**src/sar_adc_params.svh**
```systemverilog
`ifndef SAR_ADC_PARAMS_SVH
`define SAR_ADC_PARAMS_SVH
// register byte offsets on the apb window
`define ADC_SC_OFFSET     12'h03c
`define ADC_RES_OFFSET    12'h040
`define ADC_CLK_OFFSET    12'h044
// reset values
`define ADC_SC_RESET      8'h1f
`define ADC_RES_RESET     8'h00
`define ADC_CLK_RESET     8'h00
// clock config field positions
`define ADC_DIV_MSB       7
`define ADC_DIV_LSB       5
`define ADC_ICLK_BIT      4
// status/control field positions
`define ADC_FLAG_BIT      7
`define ADC_IEN_BIT       6
// channel codes
`define ADC_CH_LAST_PIN   5'h05
`define ADC_CH_REFH       5'h1d
`define ADC_CH_REFL       5'h1e
`define ADC_CH_PWROFF     5'h1f
// conversion timing in divided converter clocks
`define ADC_LAST_STEP     4'hf
// divider terminal counts per prescale code
`define ADC_DIV1_LAST     4'h0
`define ADC_DIV2_LAST     4'h1
`define ADC_DIV4_LAST     4'h3
`define ADC_DIV8_LAST     4'h7
`define ADC_DIV16_LAST    4'hf
// result constants
`define ADC_ZERO_CODE     8'h00
`endif

```
**src/sar_adc_pkg.sv**
```systemverilog
package sar_adc_pkg;
  // converter sequencer states
  typedef enum logic [0:0] {
    ST_IDLE = 1'b0,
    ST_CONV = 1'b1
  } conv_state_t;
  // status/control register image
  typedef struct packed {
    logic       doneFlagDmaSelect;
    logic       convIrqEnable;
    logic       continuousMode;
    logic [4:0] channelSelect;
  } status_ctrl_t;
  // clock configuration register image
  typedef struct packed {
    logic [2:0] clockPrescale;
    logic       inputClockSelect;
    logic [3:0] spare;
  } clock_cfg_t;
endpackage

```
**src/sar_adc_control.sv**
```systemverilog
// The implementer's own choice: register access over APB.
`timescale 1ns/100ps
`default_nettype none
`include "sar_adc_params.svh"
module sar_adc_control
  import sar_adc_pkg::*;
#(
  parameter int N_PINS = 6                   // port pins shared with the mux
) (
  input  wire logic              mclk,
  input  wire logic              arst_n,
  input  wire logic              psel,
  input  wire logic              penable,
  input  wire logic              pwrite,
  input  wire logic [11:0]       paddr,
  input  wire logic [31:0]       pwdata,
  output logic                   pready,
  output logic [31:0]            prdata,
  output logic                   pslverr,
  input  wire logic              oscillatorRefClock,
  input  wire logic              compAbove,
  input  wire logic              stopMode,
  output logic                   cpuIrq,
  output logic                   dmaReq,
  output logic [4:0]             channelSelect,
  output logic                   adcPowerOn,
  output logic [7:0]             dacCode,
  output logic [N_PINS-1:0]      pinAnalogSel
);

////////////////////////////////////////////////////////////////////////////
// declarations
logic [1:0]   rstSync_q;                     // reset release pipeline
wire  logic   rstN;                          // synchronised reset
logic [2:0]   oscSync_q;                     // oscillator sampler
logic [1:0]   cmpSync_q;                     // comparator sampler
status_ctrl_t ctrl_q;                        // status/control register
status_ctrl_t ctrl_d;                        // its next value
clock_cfg_t   clkCfg_q;                      // clock config register
logic [7:0]   result_q;                      // result register
logic         pready_q;                      // access phase answered
logic [31:0]  prdata_q;                      // captured read data
logic         pslverr_q;                     // unmapped address answer
conv_state_t  state_q;                       // sequencer state
logic [3:0]   step_q;                        // converter clock index
logic [7:0]   trial_q;                       // successive approx code
logic [3:0]   divCnt_q;                      // prescale counter
logic [3:0]   divLast;                       // prescale terminal count
logic         srcTick;                       // one selected input clock
logic         adcTick;                       // one divided clock
logic         firstSeen_q;                   // continuous flag gate
logic         resume_q;                      // restart after stop
logic         reqPend_q;                     // pending completion request
logic         cpuIrq_q;                      // cpu request flop
logic         dmaReq_q;                      // dma request flop
logic         powerOn_q;                     // converter powered
logic [N_PINS-1:0] pinSel_q;                 // pin override flops
logic         access;                        // apb access phase
logic         xferDone;                      // transfer completes now
logic         hitSc;                         // address decode
logic         hitRes;
logic         hitClk;
logic         mapped;
logic         scWrite;                       // control register written
logic         resRead;                       // result register read
logic         clkWrite;                      // clock config written
logic         reserved;                      // channel code unassigned
logic         convEnd;                       // last step finishing
logic         startNow;                      // begin a fresh conversion
logic [2:0]   bitIdx;                        // bit under trial
logic [7:0]   sarNext;                       // trial code after step
logic [7:0]   convResult;                    // value loaded at the end
logic [31:0]  readMux;                       // register read selection
logic         flagMaySet;                    // done flag may rise

////////////////////////////////////////////////////////////////////////////
// reset synchroniser: release passes two flops
always_ff @(posedge mclk or negedge arst_n) begin
  if (!arst_n) begin
    rstSync_q <= 2'b00;
  end else begin
    rstSync_q <= {rstSync_q[0], 1'b1};
  end
end
assign rstN = rstSync_q[1];

////////////////////////////////////////////////////////////////////////////
// input samplers: stage 0 feeds stage 1 only
always_ff @(posedge mclk or negedge rstN) begin
  if (!rstN) begin
    oscSync_q <= 3'h0;
    cmpSync_q <= 2'h0;
  end else begin
    oscSync_q <= {oscSync_q[1:0], oscillatorRefClock};
    cmpSync_q <= {cmpSync_q[0], compAbove};
  end
end

////////////////////////////////////////////////////////////////////////////
// apb decode; one wait state so read data comes from a flop
assign access   = psel & penable;
assign xferDone = access & pready_q;
assign hitSc    = (paddr == `ADC_SC_OFFSET);
assign hitRes   = (paddr == `ADC_RES_OFFSET);
assign hitClk   = (paddr == `ADC_CLK_OFFSET);
assign mapped   = hitSc | hitRes | hitClk;
assign scWrite  = xferDone & pwrite & hitSc;
assign resRead  = xferDone & ~pwrite & hitRes;
assign clkWrite = xferDone & pwrite & hitClk;

// read selection; upper bits read zero
always_comb begin
  readMux = 32'h0;
  if (hitSc) begin
    readMux = {24'h0, ctrl_q};
  end else if (hitRes) begin
    readMux = {24'h0, result_q};
  end else if (hitClk) begin
    readMux = {24'h0, clkCfg_q};
  end
end

// apb answer flops
always_ff @(posedge mclk or negedge rstN) begin
  if (!rstN) begin
    pready_q  <= 1'b0;
    prdata_q  <= 32'h0;
    pslverr_q <= 1'b0;
  end else begin
    pready_q  <= access & ~pready_q;
    pslverr_q <= access & ~pready_q & ~mapped;
    if (access & ~pready_q & ~pwrite) begin
      prdata_q <= readMux;
    end
  end
end

////////////////////////////////////////////////////////////////////////////
// clock source and prescaler
// oscillator edges are found after sampling, so it must run well
// below mclk/2; the bus clock path ticks every cycle
assign srcTick = clkCfg_q.inputClockSelect ? 1'b1 : (oscSync_q[1] & ~oscSync_q[2]);

// terminal count per prescale code
always_comb begin
  case (clkCfg_q.clockPrescale)
    3'b000:  divLast = `ADC_DIV1_LAST;
    3'b001:  divLast = `ADC_DIV2_LAST;
    3'b010:  divLast = `ADC_DIV4_LAST;
    3'b011:  divLast = `ADC_DIV8_LAST;
    default: divLast = `ADC_DIV16_LAST;
  endcase
end
assign adcTick = srcTick & (divCnt_q >= divLast);

// divider restarts with each conversion for a full first period
always_ff @(posedge mclk or negedge rstN) begin
  if (!rstN) begin
    divCnt_q <= 4'h0;
  end else if (startNow) begin
    divCnt_q <= 4'h0;
  end else if (adcTick) begin
    divCnt_q <= 4'h0;
  end else if (srcTick) begin
    divCnt_q <= divCnt_q + 4'h1;
  end
end

// clock config register
always_ff @(posedge mclk or negedge rstN) begin
  if (!rstN) begin
    clkCfg_q <= `ADC_CLK_RESET;
  end else if (clkWrite) begin
    clkCfg_q <= clock_cfg_t'(pwdata[7:0]);
  end
end

////////////////////////////////////////////////////////////////////////////
// sequencer control terms
// a write never completes a conversion in the same cycle
assign convEnd = (state_q == ST_CONV) & adcTick & (step_q == `ADC_LAST_STEP)
               & ~stopMode & ~scWrite;
// a write restarts unless powered off; stop exit resumes
assign startNow = ~stopMode & ((scWrite & (pwdata[4:0] != `ADC_CH_PWROFF))
                | (resume_q & ~scWrite));

// unassigned codes between the pins and the references
assign reserved = (ctrl_q.channelSelect > `ADC_CH_LAST_PIN)
                & (ctrl_q.channelSelect < `ADC_CH_REFH);

// even steps set the trial bit, odd steps keep or drop it
assign bitIdx = 3'h7 - step_q[3:1];
always_comb begin
  sarNext = trial_q;
  if (step_q[0]) begin
    sarNext[bitIdx] = cmpSync_q[1];
  end else begin
    sarNext[bitIdx] = 1'b1;
  end
end
assign convResult = reserved ? `ADC_ZERO_CODE : sarNext;

////////////////////////////////////////////////////////////////////////////
// sequencer: 16 converter clocks, two per result bit
always_ff @(posedge mclk or negedge rstN) begin
  if (!rstN) begin
    state_q <= ST_IDLE;
    step_q  <= 4'h0;
    trial_q <= 8'h0;
  end else if (stopMode) begin
    state_q <= ST_IDLE;
    step_q  <= 4'h0;
  end else if (startNow) begin
    state_q <= ST_CONV;
    step_q  <= 4'h0;
    trial_q <= 8'h0;
  end else if (scWrite) begin
    state_q <= ST_IDLE;
  end else begin
    case (state_q)
      ST_IDLE: begin
        step_q <= 4'h0;
      end
      ST_CONV: begin
        if (adcTick) begin
          step_q  <= step_q + 4'h1;
          trial_q <= sarNext;
          if (step_q == `ADC_LAST_STEP) begin
            // wait mode does not stop this loop
            if (ctrl_q.continuousMode) begin
              trial_q <= 8'h0;
            end else begin
              state_q <= ST_IDLE;
            end
          end
        end
      end
      default: begin
        state_q <= ST_IDLE;
      end
    endcase
  end
end

// remember an interrupted conversion across stop
always_ff @(posedge mclk or negedge rstN) begin
  if (!rstN) begin
    resume_q <= 1'b0;
  end else if (stopMode) begin
    resume_q <= resume_q | (state_q == ST_CONV);
  end else if (startNow | scWrite) begin
    resume_q <= 1'b0;
  end
end

////////////////////////////////////////////////////////////////////////////
// result register: every completion overwrites it
always_ff @(posedge mclk or negedge rstN) begin
  if (!rstN) begin
    result_q <= `ADC_RES_RESET;
  end else if (convEnd) begin
    result_q <= convResult;
  end
end

////////////////////////////////////////////////////////////////////////////
// status/control register
// continuous mode raises the flag once per control write
assign flagMaySet = ~ctrl_q.continuousMode | ~firstSeen_q;

always_comb begin
  ctrl_d = ctrl_q;
  if (scWrite) begin
    ctrl_d = status_ctrl_t'(pwdata[7:0]);
    // without irq enable bit7 is read only and the write clears it
    ctrl_d.doneFlagDmaSelect = pwdata[`ADC_IEN_BIT] & pwdata[`ADC_FLAG_BIT];
  end else if (!ctrl_q.convIrqEnable) begin
    // completion beats a simultaneous result read
    if (convEnd & flagMaySet) begin
      ctrl_d.doneFlagDmaSelect = 1'b1;
    end else if (resRead) begin
      ctrl_d.doneFlagDmaSelect = 1'b0;
    end
  end
end

// with irq enabled bit7 only holds the routing choice
always_ff @(posedge mclk or negedge rstN) begin
  if (!rstN) begin
    ctrl_q <= `ADC_SC_RESET;
  end else begin
    ctrl_q <= ctrl_d;
  end
end

// first completion since the last control write
always_ff @(posedge mclk or negedge rstN) begin
  if (!rstN) begin
    firstSeen_q <= 1'b0;
  end else if (scWrite) begin
    firstSeen_q <= 1'b0;
  end else if (convEnd) begin
    firstSeen_q <= 1'b1;
  end
end

////////////////////////////////////////////////////////////////////////////
// completion request; a completion beats a same-cycle read
always_ff @(posedge mclk or negedge rstN) begin
  if (!rstN) begin
    reqPend_q <= 1'b0;
  end else if (convEnd & ctrl_q.convIrqEnable) begin
    reqPend_q <= 1'b1;
  end else if (scWrite | resRead) begin
    reqPend_q <= 1'b0;
  end
end

// routing: the dma path has no consumer on this part, so a set
// select silently swallows cpu requests
always_ff @(posedge mclk or negedge rstN) begin
  if (!rstN) begin
    cpuIrq_q <= 1'b0;
    dmaReq_q <= 1'b0;
  end else begin
    cpuIrq_q <= reqPend_q & ctrl_q.convIrqEnable & ~ctrl_q.doneFlagDmaSelect;
    dmaReq_q <= reqPend_q & ctrl_q.convIrqEnable & ctrl_q.doneFlagDmaSelect;
  end
end

////////////////////////////////////////////////////////////////////////////
// analog side: power and port pin override
always_ff @(posedge mclk or negedge rstN) begin
  if (!rstN) begin
    powerOn_q <= 1'b0;
  end else begin
    powerOn_q <= (ctrl_q.channelSelect != `ADC_CH_PWROFF) & ~stopMode;
  end
end

// one override flop per shared pin
genvar gi;
generate
  for (gi = 0; gi < N_PINS; gi++) begin : g_pin
    always_ff @(posedge mclk or negedge rstN) begin
      if (!rstN) begin
        pinSel_q[gi] <= 1'b0;
      end else begin
        pinSel_q[gi] <= (ctrl_q.channelSelect == 5'(gi));
      end
    end
  end
endgenerate

////////////////////////////////////////////////////////////////////////////
// outputs, all from flops
assign pready        = pready_q;
assign prdata        = prdata_q;
assign pslverr       = pslverr_q;
assign cpuIrq        = cpuIrq_q;
assign dmaReq        = dmaReq_q;
assign channelSelect = ctrl_q.channelSelect;
assign adcPowerOn    = powerOn_q;
assign dacCode       = trial_q;
assign pinAnalogSel  = pinSel_q;

endmodule
`default_nettype wire

```
**config.mk**
```make
export PLATFORM = sky130hd
export DESIGN_NAME = sar_adc_control
export DESIGN_NICKNAME = d
export VERILOG_FILES = /design/src/sar_adc_pkg.sv /design/src/sar_adc_control.sv
export VERILOG_INCLUDE_DIRS = /design/src
export SDC_FILE = /design/constraint.sdc
export NUM_CORES = 1
export LEC_CHECK = 0
export ABC_AREA = 1
export BUFFER_PORTS_ARGS = -buffer_cell sky130_fd_sc_hd__buf_2
export CAP_MARGIN = 15
export CORE_ASPECT_RATIO = 1.2
export CORE_MARGIN = 2
export CORE_UTILIZATION = 35
export DETAILED_ROUTE_END_ITERATION = 10
export GPL_ROUTABILITY_DRIVEN = 1
export PLACE_DENSITY = 0.58
export SYNTH_ARGS = -nofsm -noshare
export SYNTH_HDL_FRONTEND = slang
export SYNTH_SLANG_ARGS = --single-unit
```
**constraint.sdc**
```tcl
create_clock -name mclk -period 4.8 [get_ports mclk]
set_input_delay 1.2 -clock mclk [delete_from_list [all_inputs] [get_ports mclk]]
set_output_delay 1.2 -clock mclk [all_outputs]
set_load 0.01 [all_outputs]
```
After elaboration in Yosys (flattened, before gate mapping) --
Index checks and enable logic that the tools add are counted.
Storage, ports and cells: register bits after elaboration 94, output and inout port bits 56
Cells by class: bitwise logic cells 45, eq/ne operators 18, multiplexer cells 41, magnitude comparators 5, reduce and logical (&&, ||, !) cells 13, $add $sub $neg 3
Operators with widths (number):
- $mux 8 | 9
- $mux 32 | 2
- $mux 4 | 7
- $and 1x1->1 | 27
- $eq 12x7->1 const B | 2
- $mux 1 | 19
- $pmux 4 s4 | 1
- $eq 12x6->1 const B | 1
- $eq 5x2->1 const B | 2
- $eq 5x3->1 const B | 2
- $ne 5x5->1 const B | 2
- $not 1->1 | 10
- $reduce_bool 2->1 | 5
- $add 4x1->4 const B | 2
- $bwmux 8 | 1
- $or 8x8->8 | 1
- $pmux 4 s2 | 1
- $or 1x1->1 | 7
- $eq 3x2->1 const B | 2
- $reduce_bool 3->1 | 2
- $eq 5x1->1 const B | 1
- $gt 5x3->1 const B | 1
- $logic_not 5->1 | 1
- $lt 5x5->1 const B | 1
- 14 further kinds | 16

Depth between registers and ports, before layout --
depth in word-level cells 13, depth in mapped cells 14

Least setup slack after synthesis --
OpenSTA, ideal clock, no wires.
path kind input-to-reg, start point in paddr[1], end point reg divCnt_q[0], path slack 2533 ps, buffers on the path 1, stages on the path 9, setup time 121 ps, arrival 2146 ps, path through nor2_2 > nand2_2 > nor2_4 > nand4_1 > nand2_2 > inv_4 > nor2_4 > buf_6 > nor2_1
Between the ends: cells in the longest elaborated chain, start to end 7, elaborated cells between the ends (all ways) 9, classes of those cells eq/ne (1); mux (1); bitwise (6); reduce/logical (1)
RTL lines:
- start: declaration | RTL line sar_adc_control.sv:15 | input wire logic [11:0] paddr,
- $eq 12x6->1 (no source line) *
- $and 1x1->1 * | RTL line sar_adc_control.sv:107 | assign scWrite = xferDone & pwrite & hitSc;
- $not 1->1 | RTL line sar_adc_control.sv:185 | | (resume_q & ~scWrite));
- $and 1x1->1 | RTL line sar_adc_control.sv:185
- $or 1x1->1 * | RTL line sar_adc_control.sv:184 | assign startNow = ~stopMode & ((scWrite & (pwdata[4:0] != `ADC_CH_PWROFF))
- $and 1x1->1 * | RTL line sar_adc_control.sv:184
- $reduce_bool 3->1 (no source line) or $mux 4 (tied branches)
- end signal: assignment | RTL line sar_adc_control.sv:165 | divCnt_q <= divCnt_q + 4'h1;
- end: declaration | RTL line sar_adc_control.sv:47 | logic [3:0] divCnt_q;
Mark *: on every way between the ends. The rest lies on a longest branch, timed or not. A chain may end at the register's enable or synchronous reset.

Final worst setup path --
start point in paddr[1], end point reg clkCfg_q[7] (netlist bit)
Between the ends: cells in the longest elaborated chain, start to end 2
RTL lines:
- $eq 12x7->1 (no source line)
- $and 1x1->1 | RTL line sar_adc_control.sv:109 | assign clkWrite = xferDone & pwrite & hitClk;
- end signal: assignment | RTL line sar_adc_control.sv:172 | clkCfg_q <= `ADC_CLK_RESET;
- end signal: assignment | RTL line sar_adc_control.sv:174 | clkCfg_q <= clock_cfg_t'(pwdata[7:0]);
- end: declaration | RTL line sar_adc_control.sv:39 | clock_cfg_t clkCfg_q;
No other way between the ends.

==> results.json <==
{
  "skew_ns": 0.0105,
  "dieArea_sq_um": 11200,
  "overflow": 0,
  "finalCritPeriodShare_pct": 58.1,
  "viasPerCell": 4.79,
  "drc": 0,
  "wl_mm": 8.10,
  "syn_area_per_cell_sq_um": 8.30,
  "hp-start": "cmpSync_q[0]$_DFF_PN0_",
  "power.leakage_nw": 2.22,
  "critPathMaxStageDelay_ns": 0.70,
  "drt_iter0_drc": 170,
  "path_buf_inv": 1,
  "post_cts_resize_count": 0,
  "ir_drop_v": 0.000164,
  "clkSinkCount": 70,
  "critPathRequiredTime_ns": 5.01,
  "drive_gt1_share_pct": 21.9,
  "critPathArrivalTime_ns": 3.00,
  "worst_pin_slew_ns": 0.895,
  "grt_pass1_vias": 2918,
  "cts_buffers": 9,
  "hp-class": "reg -> reg",
  "root_buffer": "clkbuf_16",
  "fp.dieH_um": 116,
  "ys.flop_type": "dfrtp_1",
  "min_path_cells": 0,
  "drt-wirelength-per-cell_um": 12.9,
  "area_delta_synth_final_pct": 16.0,
  "worstHoldEndpoint": "cmpSync_q[1]$_DFF_PN0_",
  "rsz0062_at_grt": "no",
  "r2r-start": "clkCfg_q[6]$_DFFE_PN0P_",
  "cp-end-kind": "flop",
  "routed-via-count": 3006,
  "cts_hold_buf": 0,
  "crit_family": "simple AND/OR/NAND/NOR gates",
  "ff2ff_setup_slack_ns": 2.70,
  "gr-usage-all-layers_pct": 15.5,
  "cap_violations": 0,
  "crit_chain": "buf_2 > nor2_2 > nand2_1 > nor3_2 > nand2_1 > nor2_1 > a21oi_1",
  "layout.cells.non_filler": 628,
  "path_common_cell": "nand2_1",
  "cts_setup_buffers": 0,
  "path_max_fanout": 14,
  "fmax_mhz": 359,
  "synth_edf_count": 0,
  "num_rows": 40,
  "worstSkewPairLatency_ns": 0.34,
  "clockBufferDepth": 2,
  "netlist_area_sq_um": 3630,
  "die_w_um": 97.0,
  "hpwl_mm": 6.02,
  "finalCriticalPeriod_ns": 2.79,
  "syn_inst": 438,
  "start_kind": "input pin",
  "io_pins": 108,
  "core_area_sq_um": 10100,
  "synth_warnings": 0,
  "setup_viol": 0,
  "fin_nets": 555,
  "gp_congestion": 0.799,
  "cts_tree": "done",
  "ys_seq_elements": 70,
  "postRouteAntennaNets": 0,
  "firstDrtPassIters": 4,
  "grt_max_degree": 69,
  "r2r-end": "dacCode[0]$_DFFE_PN0P_",
  "reg2regPathDepth": 9,
  "antenna_found_initial": 0,
  "io_buffers": 59,
  "clk_pin_slew_ns": 0.06,
  "report.final.slew_viol_count": 0,
  "placed_cells": 612,
  "antenna_cells": 0,
  "outcome": "completed",
  "powerDensity_nw_per_um2": 342,
  "synthArstFlopShare_pct": 100,
  "yosysSeqAreaShare_pct": 48.4,
  "tns_ns": 0,
  "grt_pass1_wl_mm": 13.8,
  "critical_path_class": "in -> reg",
  "cts_max_level": 3,
  "synth_cell_type_count": 37,
  "relSlewSlack_pct": 40.1,
  "start_util_pct": 36.1,
  "slowest_stage": "nor3_2",
  "hold_viol_final": 0
}
## cells by family (layout without fill, tap and decap cells)
group,Yosys count,after routing,share of synthesized area (%)
simple gates,221,221,27.2
buf+inv,80,121,11.7
flops,70,70,48.4
compound gates,56,56,9.74
fa+ha+maj,6,6,2.07
xor+xnor,3,3,0.723
other cells,2,25,0.207
## through the flow
step | setup slack (ns) | total power (W) | area (sq um) | hold slack [ns] | util [%]
6_report | 2.01 | 0.00144 | 4220 | 0.348 | 41.9
5_1_grt | 1.87 | 0.00151 | 4220 | 0.355 | 41.9
4_1_cts | 2.03 | 0.00146 | 4220 | 0.350 | 41.9
3_5_place_dp | 1.69 | 0.000812 | 3930 | 0.336 | 39.0
3_3_place_gp | 1.69 | 0.000809 | 3930 | 0.332 | 39.0
2_1_floorplan | 2.53 | 0.000775 | 3720 | 0.331 | -
## placed cells by master (no fill, tap or decap), drive strengths merged
cell type,count
a21o,1
xor2,2
ha,6
o211ai,1
nand2,127
nor3,8
dfrtp,65
o22a,7
a22o,1
nor2,38
o31ai,3
dfstp,5
xnor2,1
nand4,9
inv,49
nor4,1
buf,60
conb,25
nand3,37
o22ai,1
clkbuf,9
a21oi,12
o21ai,30
clkinvlp,1
nand3b,1
clkinv,2
## flip-flops by register name (all words and copies together) (netlist names), 2 cells and up
| name | cells |
|---|---|
| channelSelect | 5 |
| clkCfg_q | 8 |
| cmpSync_q | 2 |
| ctrl_q | 3 |
| dacCode | 8 |
| divCnt_q | 4 |
| oscSync_q | 3 |
| pinAnalogSel | 6 |
| prdata | 8 |
| result_q | 8 |
| rstSync_q | 2 |
| step_q | 4 |
## Yosys cell counts (all sizes together) (3+ instances only)
cell type	number	area, sq um
a21oi	12	90.1
buf	34	251
dfrtp	65	1630
dfstp	5	131
ha	6	75.1
inv	44	168
nand2	127	489
nand3	37	203
nand4	9	56.3
nor2	38	170
nor3	8	55.1
o21ai	30	150
o22a	7	61.3
o31ai	3	22.5
## worst register-to-register path, stage by stage (launching register included)
cell	delay (ns)
dfrtp_1	0.42
nor2_1	0.17
nand2_1	0.08
ha_1	0.27
nand4_1	0.08
nand3_1	0.14
nand2_1	0.10
nor2_1	0.42
nand3_1	0.19
a21oi_2	0.16
## worst max path at each step
stage | start | endpoint | slack, ns | depth (start not counted)
after floorplan | paddr[1] | divCnt_q[0]$_DFFE_PN0P_ | 2.53 | 9
after global placement | paddr[1] | clkCfg_q[7]$_DFFE_PN0P_ | 1.69 | 7
after detailed placement | paddr[1] | clkCfg_q[7]$_DFFE_PN0P_ | 1.69 | 7
after CTS | paddr[1] | clkCfg_q[7]$_DFFE_PN0P_ | 2.03 | 7
after global routing | paddr[1] | clkCfg_q[7]$_DFFE_PN0P_ | 1.87 | 7
final | paddr[1] | clkCfg_q[7]$_DFFE_PN0P_ | 2.01 | 7
## power by group
group	leakage, nW	total, W	internal [W]	switching [W]
combinational	1.18	0.000150	0.0000601	0.0000895
sequential	0.895	0.000648	0.000623	0.0000248
clock	0.139	0.000646	0.000361	0.000285
total	2.22	0.00144	0.00104	0.000399
## layer usage
metal / up-vias / global-route usage, % / wire length [um]
met5: - / 0 / 0
li1: 1490 / - / -
met1: 1425 / 19.2 / 3570
met3: 18 / 3.44 / 422
met2: 73 / 26.1 / 3880
met4: 0 / 7.23 / 223
## final cells by class
class / instances / area (sq um)
Fill cell: 1022 / 5840
Sequential cell: 70 / 1760
Multi-Input combinational cell: 311 / 1540
Timing Repair Buffer: 60 / 303
Clock buffer: 9 / 225
Inverter: 45 / 171
Tap cell: 126 / 158
Clock inverter: 7 / 62.6
Power figures use the tool's default switching activity.
